`src/core/tx_stat_pkg.sv`:
```
package tx_stat_pkg;

    localparam int CNT_W = 32;
    localparam int ADDR_W = 16;
    localparam int LEN_W = 11;
    localparam int NUM_CNT = 10;

    // Register offsets (byte addresses)
    localparam logic [15:0] OFF_LEN64 = 16'h40D8;
    localparam logic [15:0] OFF_LEN127 = 16'h40DC;
    localparam logic [15:0] OFF_LEN255 = 16'h40E0;
    localparam logic [15:0] OFF_LEN511 = 16'h40E4;
    localparam logic [15:0] OFF_LEN1023 = 16'h40E8;
    localparam logic [15:0] OFF_LEN_MAX = 16'h40EC;
    localparam logic [15:0] OFF_MCAST = 16'h40F0;
    localparam logic [15:0] OFF_BCAST = 16'h40F4;
    localparam logic [15:0] OFF_SEG_DONE = 16'h40F8;
    localparam logic [15:0] OFF_SEG_FAIL = 16'h40FC;
    localparam logic [15:0] OFF_BASE = 16'h40D8;
    localparam logic [15:0] OFF_LAST = 16'h40FC;

    // Counter indices
    localparam int IDX_LEN64 = 0;
    localparam int IDX_LEN127 = 1;
    localparam int IDX_LEN255 = 2;
    localparam int IDX_LEN511 = 3;
    localparam int IDX_LEN1023 = 4;
    localparam int IDX_LEN_MAX = 5;
    localparam int IDX_MCAST = 6;
    localparam int IDX_BCAST = 7;
    localparam int IDX_SEG_DONE = 8;
    localparam int IDX_SEG_FAIL = 9;

    // Bin bounds, bytes from destination address through FCS
    localparam logic [10:0] LEN_64 = 11'h040;
    localparam logic [10:0] LEN_127 = 11'h07F;
    localparam logic [10:0] LEN_255 = 11'h0FF;
    localparam logic [10:0] LEN_511 = 11'h1FF;
    localparam logic [10:0] LEN_1023 = 11'h3FF;
    localparam logic [10:0] LEN_MAX = 11'h5F2;

    localparam logic [31:0] CNT_RESET = 32'h0000_0000;
    localparam logic [31:0] CNT_ONE = 32'h0000_0001;
    localparam logic [31:0] RD_UNMAPPED = 32'h0000_0000;

    // One completed transmit frame report
    typedef struct packed {
        logic             valid;
        logic [10:0]      length;
        logic             collided;
        logic             half_duplex;
        logic             flow_ctrl;
        logic             multicast;
        logic             broadcast;
    } tx_frame_t;

    // Segmentation offload context events
    typedef struct packed {
        logic seg_last;
        logic seg_excess_coll;
        logic seg_len_err;
        logic seg_ctx_end;
    } seg_event_t;

    typedef struct packed {
        logic [15:0] addr;
        logic [31:0] wdata;
        logic        wr;
        logic        rd;
    } reg_req_t;

endpackage : tx_stat_pkg

```
`src/core/tx_statistics_counters.sv`:
```
// Chosen here: strobed register access.
`timescale 1ns/1ps
// Overview of operation
// - Count frames of exactly 64 bytes in the smallest bin.
// - Frame length spans destination address through FCS inclusive.
// - Half-duplex collision-truncated frames go in no length bin.
// - Flow control frames never enter the 64-byte bin.
// - No counter moves while the transmitter is disabled.
// - Length bins count host, secured, sideband and alerting frames alike.
// - Count 65 to 127 byte frames in the second bin.
// - Count 128 to 255 byte frames in the third bin.
// - Count 256 to 511 byte frames in the fourth bin.
// - Count 512 to 1023 byte frames in the fifth bin.
// - Count 1024 bytes and up, 1522 included, in the largest bin.
// - No transmitted frame exceeds 1522 bytes; longer reports still count in the largest bin and set len_violation.
// - Count multicast frames once each, flow control excluded.
// - Count broadcast-addressed frames once each.
// - Multicast and broadcast counts include secured and clear frames.
// - Count a context when its last segment lands in the buffer.
// - Context count needs both transmit and offload enabled.
// - At most one failure counted per offload context.
// - Excess collisions or payload length error mark context failed.
// - Only the failure count is kept, no partial payload figure.
// - Each counter is 32 bits wide and zero after reset.
module tx_statistics_counters #(
    parameter int CNT_W = tx_stat_pkg::CNT_W
) (
    input  wire logic                   sys_clk,
    input  wire logic                   rst_b,
    input  wire tx_stat_pkg::reg_req_t  reg_req,
    output logic [31:0]                 reg_rdata,
    input  wire tx_stat_pkg::tx_frame_t tx_frame,
    input  wire tx_stat_pkg::seg_event_t seg_event,
    input  wire logic                   tx_enable,
    input  wire logic                   seg_offload_enable,
    output logic                        len_violation
);

    typedef enum logic [0:0] {
        CTX_OK,
        CTX_FAILED
    } ctx_state_t;

    logic [CNT_W-1:0] cnt_ff [tx_stat_pkg::NUM_CNT];
    logic [tx_stat_pkg::NUM_CNT-1:0] inc;
    ctx_state_t ctx_ff;
    ctx_state_t nxt_ctx;
    logic [31:0] rdata_ff;
    logic [31:0] nxt_rdata;
    logic        viol_ff;

    // Length is the full frame, DA through FCS, as supplied by the MAC
    wire logic [10:0] len = tx_frame.length;
    // Source of the frame is irrelevant: every path reports here
    wire logic frame_ok = tx_frame.valid && tx_enable;
    wire logic bin_ok = frame_ok
        && !(tx_frame.collided && tx_frame.half_duplex);

    assign inc[tx_stat_pkg::IDX_LEN64] = bin_ok && !tx_frame.flow_ctrl
        && (len == tx_stat_pkg::LEN_64);
    assign inc[tx_stat_pkg::IDX_LEN127] = bin_ok
        && (len > tx_stat_pkg::LEN_64)
        && (len <= tx_stat_pkg::LEN_127);
    assign inc[tx_stat_pkg::IDX_LEN255] = bin_ok
        && (len > tx_stat_pkg::LEN_127)
        && (len <= tx_stat_pkg::LEN_255);
    assign inc[tx_stat_pkg::IDX_LEN511] = bin_ok
        && (len > tx_stat_pkg::LEN_255)
        && (len <= tx_stat_pkg::LEN_511);
    assign inc[tx_stat_pkg::IDX_LEN1023] = bin_ok
        && (len > tx_stat_pkg::LEN_511)
        && (len <= tx_stat_pkg::LEN_1023);
    // Upper bin is open-ended so 1522-byte tagged frames land here
    assign inc[tx_stat_pkg::IDX_LEN_MAX] = bin_ok
        && (len > tx_stat_pkg::LEN_1023);
    assign inc[tx_stat_pkg::IDX_MCAST] = frame_ok
        && tx_frame.multicast && !tx_frame.flow_ctrl;
    assign inc[tx_stat_pkg::IDX_BCAST] = frame_ok
        && tx_frame.broadcast;
    assign inc[tx_stat_pkg::IDX_SEG_DONE] = seg_event.seg_last
        && tx_enable && seg_offload_enable;

    // Failure during a context: counted on first hit, then latched
    wire logic fail_hit = seg_event.seg_excess_coll
        || seg_event.seg_len_err;
    assign inc[tx_stat_pkg::IDX_SEG_FAIL] = fail_hit && tx_enable
        && (ctx_ff == CTX_OK);

    always_comb
    begin
        nxt_ctx = ctx_ff;
        case (ctx_ff)
            CTX_OK:
            begin
                if (fail_hit && tx_enable && !seg_event.seg_ctx_end)
                    nxt_ctx = CTX_FAILED;
            end
            CTX_FAILED:
            begin
                // Context boundary rearms the failure latch
                if (seg_event.seg_ctx_end)
                    nxt_ctx = CTX_OK;
            end
            default:
                nxt_ctx = CTX_OK;
        endcase
    end

    // Counters wrap at 32 bits; none saturates
    generate
        for (genvar i = 0; i < tx_stat_pkg::NUM_CNT; i++)
        begin : g_cnt
            always_ff @(posedge sys_clk or negedge rst_b)
            begin
                if (!rst_b)
                    cnt_ff[i] <= CNT_W'(tx_stat_pkg::CNT_RESET);
                else if (inc[i])
                    cnt_ff[i] <= cnt_ff[i] + CNT_W'(tx_stat_pkg::CNT_ONE);
            end
        end
    endgenerate

    // Read decode; writes are not decoded at all
    wire logic in_range = (reg_req.addr >= tx_stat_pkg::OFF_BASE)
        && (reg_req.addr <= tx_stat_pkg::OFF_LAST)
        && (reg_req.addr[1:0] == 2'h0);
    wire logic [15:0] rel = reg_req.addr - tx_stat_pkg::OFF_BASE;
    wire logic [3:0] rd_idx = rel[5:2];

    always_comb
    begin
        nxt_rdata = tx_stat_pkg::RD_UNMAPPED;
        if (reg_req.rd && in_range)
            nxt_rdata = 32'(cnt_ff[rd_idx]);
    end

    always_ff @(posedge sys_clk or negedge rst_b)
    begin
        if (!rst_b)
        begin
            rdata_ff <= tx_stat_pkg::RD_UNMAPPED;
            ctx_ff   <= CTX_OK;
            viol_ff  <= 1'b0;
        end
        else
        begin
            rdata_ff <= nxt_rdata;
            ctx_ff   <= nxt_ctx;
            // Flags a MAC that reports a frame beyond the tagged maximum
            viol_ff  <= tx_frame.valid && (len > tx_stat_pkg::LEN_MAX);
        end
    end

    assign reg_rdata = rdata_ff;
    assign len_violation = viol_ff;

endmodule : tx_statistics_counters

```
`config.mk`:
```
export PLATFORM = sky130hd
export DESIGN_NAME = tx_statistics_counters
export DESIGN_NICKNAME = d
export VERILOG_FILES = /design/src/core/tx_stat_pkg.sv /design/src/core/tx_statistics_counters.sv
export SDC_FILE = /design/constraint.sdc
export NUM_CORES = 1
export LEC_CHECK = 0
export ABC_AREA = 1
export BUFFER_PORTS_ARGS = -buffer_cell sky130_fd_sc_hd__buf_2
export CAP_MARGIN = 40
export CORE_MARGIN = 4
export CORE_UTILIZATION = 50
export DETAILED_ROUTE_END_ITERATION = 10
export GPL_TIMING_DRIVEN = 0
export PLACE_DENSITY = 0.67
export SLEW_MARGIN = 0
export SYNTH_ARGS = -nofsm -noshare
export SYNTH_HDL_FRONTEND = slang
export SYNTH_SLANG_ARGS = --single-unit
```
`constraint.sdc`:
```
create_clock -name sys_clk -period 1.9 [get_ports sys_clk]
set_input_delay 0.285 -clock sys_clk [delete_from_list [all_inputs] [get_ports sys_clk]]
set_output_delay 0.285 -clock sys_clk [all_outputs]
set_load 0.03 [all_outputs]
```
==> impl.org <==
** Placement
- The congestion estimate from routability-driven global placement came to 1.03.
- Number of port buffers :: 73
- Once detailed placement completed, the half-perimeter wirelength came to 65.0 mm.
- Placed cell areas :: 0.0247 sq mm

** Timing
- The worst pin sits at a relative slew slack of 0.453.
- Setup violations remaining at the end of the flow were counted as 0.
- Slew at the pin closest to its max-slew limit :: 0.820 ns
- Final Hold Fails :: 0
- Clock skew :: 0.0168 ns
- Tcrit/Tclk final :: 0.987
- Unrepaired setup endpoints after global routing :: yes
- Timing would allow up to 533 MHz.
- Count of pins over their slew limit :: 0
- For the final routed database, the setup TNS stands at 0 ns.
- Final critical-path required period :: 1.88 ns

** Min path
- Worst hold path class :: input port to register
- The worst hold path passes through 3 cells.
- Hold path endpoint :: ctx_ff$_DFF_PN0_
- The startpoint identified for the worst hold timing path is seg_event[2].

** Layout
- Compared with the post-synthesis result, the final layout area differs by 12.2%.
- Most used cells in the layout excluding fill and tap cells :: 1,594 x sky130_fd_sc_hd__nand2_1, 550 x sky130_fd_sc_hd__nor2_1, 353 x sky130_fd_sc_hd__dfrtp_1
- Fraction of layout cells with a size suffix above 1 :: 0.0677
- For this run, the post-layout net count is 3,938.
- Final core occ :: 0.567
- Most common cell after layout, fill and taps aside :: sky130_fd_sc_hd__nand2_1
- The finished cells cover 0.0264 sq mm.

** Synthesis
- Flop and latch count out of synthesis :: 354
- In this run the cell area of the synthesized design comes to 0.0235 sq mm.
- Proportion of register bits with asynchronous set or reset after synthesis :: 1.00
- Number of standard cells after synthesis :: 3,726
- Yosys Warn Count :: 0
- Count of cell types in the netlist :: 38
- Counting every net in the synthesized netlist gives 3,812.
- After synthesis, the mean cell area works out to 6.31 sq um.
- For this run, the leading register cell type out of synthesis is sky130_fd_sc_hd__dfrtp_1.
- Count of flip-flops with a built-in enable after synthesis :: 0
- Sequential share of the synthesized area :: 0.376

** Power and ir drop
- Dividing total power by cell area gives a power density of 739 mW/mm^2.
- Leakage power of the design :: 12.3 nW
- Across the VDD grid, the largest voltage drop is 0.00126 V.
- Of the total power, the share spent switching nets is 0.287.
- For this design the total switching power over the nets is 0.00560 W.
- Of the total power, registers draw 0.433.
- Share of power burned in combinational logic :: 0.112
- Portion of total power attributed to the clock network :: 0.454
- Cell internal power was estimated by the tool at 0.0139 W.

** Global route
- Number of antenna violations at the first check in global routing :: 1
- Vias in the first global route :: 22,000
- For this run, the total global-route usage over all layers was measured as 0.324.
- Entering global routing, the biggest net connects 114 pins.
- For this run the aggregate overflow at the end of global routing stands at 0.
- Global-route wire length before repair :: 127 mm

** Die
- Number of placed I/O pins :: 108
- Core area :: 0.0466 sq mm
- Starting utilization of the core area :: 0.505
- The die covers 0.0506 sq mm.
- The die is 225 microns tall.
- Standard-cell rows :: 79
- Die width :: 225 microns

** Setup path
- The slowest stage of the critical path belongs to the cell sky130_fd_sc_hd__clkbuf_1.
- Delay of the slowest critical-path stage :: 0.41 ns
- Broken down by cell family, the worst path's largest delay share belongs to simple AND/OR/NAND/NOR gates.
- Critical path peak fanout :: 10
- Data on the critical path arrives at its endpoint at 2.31 ns.
- Kind of end point of the critical path :: register
- The worst register-to-register path has a depth of 6.
- Nature of the critical path startpoint :: input port
- Required time of the worst setup path :: 2.34 ns
- Chain of cells forming the critical path :: buf_2, buf_2, nand2_1, clkbuf_1, or2_2, nand3_1, nand2_1, nor2_1, nor2_1
- Count of buffering cells on the critical path with inverters included :: 3
- Worst setup path category :: input port to register
- FF-to-FF Start :: cnt_ff[118]$_DFFE_PN0P_
- Origin of the worst setup path :: reg_req[37]
- Across all register-to-register paths, the minimum setup slack is 0.08 ns.
- The endpoint identified for the worst register-to-register timing path is reg_rdata[22]$_DFF_PN0_.

** Detailed routing
- Average vias per placed instance :: 5.36
- Final WL :: 83.1 mm
- In this run the remaining antenna-violating nets after routing total 0.
- Starting DRT DRC Count :: 2,407
- Routed via count :: 24,100
- Number of iterations in the first detailed-routing pass :: 6
- Remaining DRCs :: 0
- Routed wirelength normalized by instance count :: 18.5 microns

** Clock network
- Buffer type at the clock tree root :: sky130_fd_sc_hd__clkbuf_16
- The clock passes through at most 3 buffers.
- Clock edge transition at the registers on the reported setup and hold paths :: 0.06 ns
- Level count of the clock H-tree :: 2
- CTS sink count :: 354
- CTS buffer count :: 43
- TritonCTS built the clock tree.
- At the later pin of the worst-skew pair, clock insertion delay measures 0.59 ns.

** Run status
- Result of the run :: completed

** Flow run
- Across the run, the number of max-cap violations was 0.
==> per-stage QoR <==
stage	setup slack, ns	instances	hold slack, ns	power, W
2_1_floorplan	0.368	3726	-0.0106	0.00968
5_1_grt	-0.0309	4490	0.119	0.0202
4_1_cts	0.00407	4489	0.0703	0.0195
3_5_place_dp	-0.467	4409	0.253	0.0107
3_3_place_gp	-6.67	4406	0.447	0.0106
6_report	0.0239	4491	0.0912	0.0195
==> repair_timing <==
action / in CTS / in global routing
buffers inserted: 0 / 1
gates cloned: 0 / 0
endpoints found under the hold margin: 60 / 0
hold buffers: 4 / 0
setup endpoints to repair: 4 / 76
pin swaps: 0 / 0
resized for setup: 5 / 35
==> worst max-delay path by stage <==
stage / end / slack [ns] / cells past startpoint
after floorplan: cnt_ff[318]$_DFFE_PN0P_ / 0.37 / 10
after global placement: cnt_ff[117]$_DFFE_PN0P_ / -6.67 / 1
after detailed placement: reg_rdata[2]$_DFF_PN0_ / -0.47 / 8
after CTS: cnt_ff[318]$_DFFE_PN0P_ / 0.004 / 10
after global routing: cnt_ff[247]$_DFFE_PN0P_ / -0.03 / 7
final: reg_rdata[12]$_DFF_PN0_ / 0.02 / 9
==> metal layers <==
metal | global-route usage | wire, microns | up-vias
met3 | 0.0637 | 7250 | 200
met2 | 0.503 | 36200 | 972
met4 | 0.124 | 3690 | 2
li1 | - | - | 11800
met1 | 0.452 | 36000 | 11100
met5 | 0 | 12 | -
==> worst min-delay path, delay by kind of cell <==
| kind | cells | cell delay, ns |
|---|---|---|
| buffers and inverters | 1 | 0.08 |
| AO/OA/AOI/OAI | 2 | 0.26 |
==> synthesized netlist by cell type (2+ instances only) <==
| cell | count | area (sq um) |
|---|---|---|
| sky130_fd_sc_hd__a211oi_1 | 3 | 22.5 |
| sky130_fd_sc_hd__a21oi_1 | 67 | 335 |
| sky130_fd_sc_hd__and2_1 | 4 | 25.0 |
| sky130_fd_sc_hd__buf_1 | 3 | 11.3 |
| sky130_fd_sc_hd__buf_2 | 37 | 185 |
| sky130_fd_sc_hd__buf_4 | 5 | 37.5 |
| sky130_fd_sc_hd__buf_6 | 2 | 22.5 |
| sky130_fd_sc_hd__clkbuf_1 | 41 | 154 |
| sky130_fd_sc_hd__clkinv_1 | 2 | 7.51 |
| sky130_fd_sc_hd__dfrtp_1 | 354 | 8860 |
| sky130_fd_sc_hd__ha_1 | 11 | 138 |
| sky130_fd_sc_hd__inv_1 | 352 | 1320 |
| sky130_fd_sc_hd__inv_2 | 7 | 26.3 |
| sky130_fd_sc_hd__nand2_1 | 1595 | 5990 |
| sky130_fd_sc_hd__nand2_2 | 3 | 18.8 |
| sky130_fd_sc_hd__nand3_1 | 267 | 1340 |
| sky130_fd_sc_hd__nand3_2 | 3 | 30.0 |
| sky130_fd_sc_hd__nand3b_1 | 18 | 135 |
| sky130_fd_sc_hd__nand4_1 | 77 | 482 |
| sky130_fd_sc_hd__nor2_1 | 571 | 2140 |
| sky130_fd_sc_hd__nor2_2 | 11 | 68.8 |
| sky130_fd_sc_hd__nor2_4 | 5 | 56.3 |
| sky130_fd_sc_hd__nor3_1 | 18 | 90.1 |
| sky130_fd_sc_hd__nor3_2 | 2 | 20.0 |
| sky130_fd_sc_hd__nor3b_1 | 2 | 15.0 |
| sky130_fd_sc_hd__o211ai_1 | 12 | 90.1 |
| sky130_fd_sc_hd__o21ai_0 | 62 | 310 |
| sky130_fd_sc_hd__o22ai_1 | 20 | 125 |
| sky130_fd_sc_hd__or2_2 | 11 | 68.8 |
| sky130_fd_sc_hd__xnor2_1 | 46 | 403 |
| sky130_fd_sc_hd__xor2_1 | 108 | 946 |
==> state kept, by name, indices dropped and copies added, names as in the netlist <==
name           count
reg_rdata         32
len_violation      1
cnt_ff           320
ctx_ff             1
==> cell families (layout without fill, tap and decap cells) <==
family                     count (synthesis)  after routing  share of synthesized area
adders and majority gates                 11             11                    0.00585
AOI/OAI and AO/OA                        169            169                     0.0390
buffers and inverters                    449            606                     0.0750
DFF                                      354            354                      0.376
other                                      0              1                          0
xor gates and xnor gates                 154            154                     0.0573
and+or+nand+nor                         2589           2589                      0.446
==> power by group through the flow <==
stage	clock network, W	registers [W]	logic [W]
final	0.00886	0.00846	0.00219
after detailed placement	0	0.00857	0.00210
after global placement	0	0.00857	0.00205
after global routing	0.00930	0.00848	0.00242
after CTS	0.00898	0.00844	0.00212
after floorplan	0	0.00837	0.00131
==> cell type report <==
class	instances	area, sq um
fill	4746	20100
multi-input combinational	2923	13000
sequential	354	8860
inverter	361	1360
clock buffer	55	1180
tap	607	759
timing repair buffer	81	505
buffer	88	413
clock inverter	21	303
antenna	1	2.50
Power figures use the tool's default switching activity.
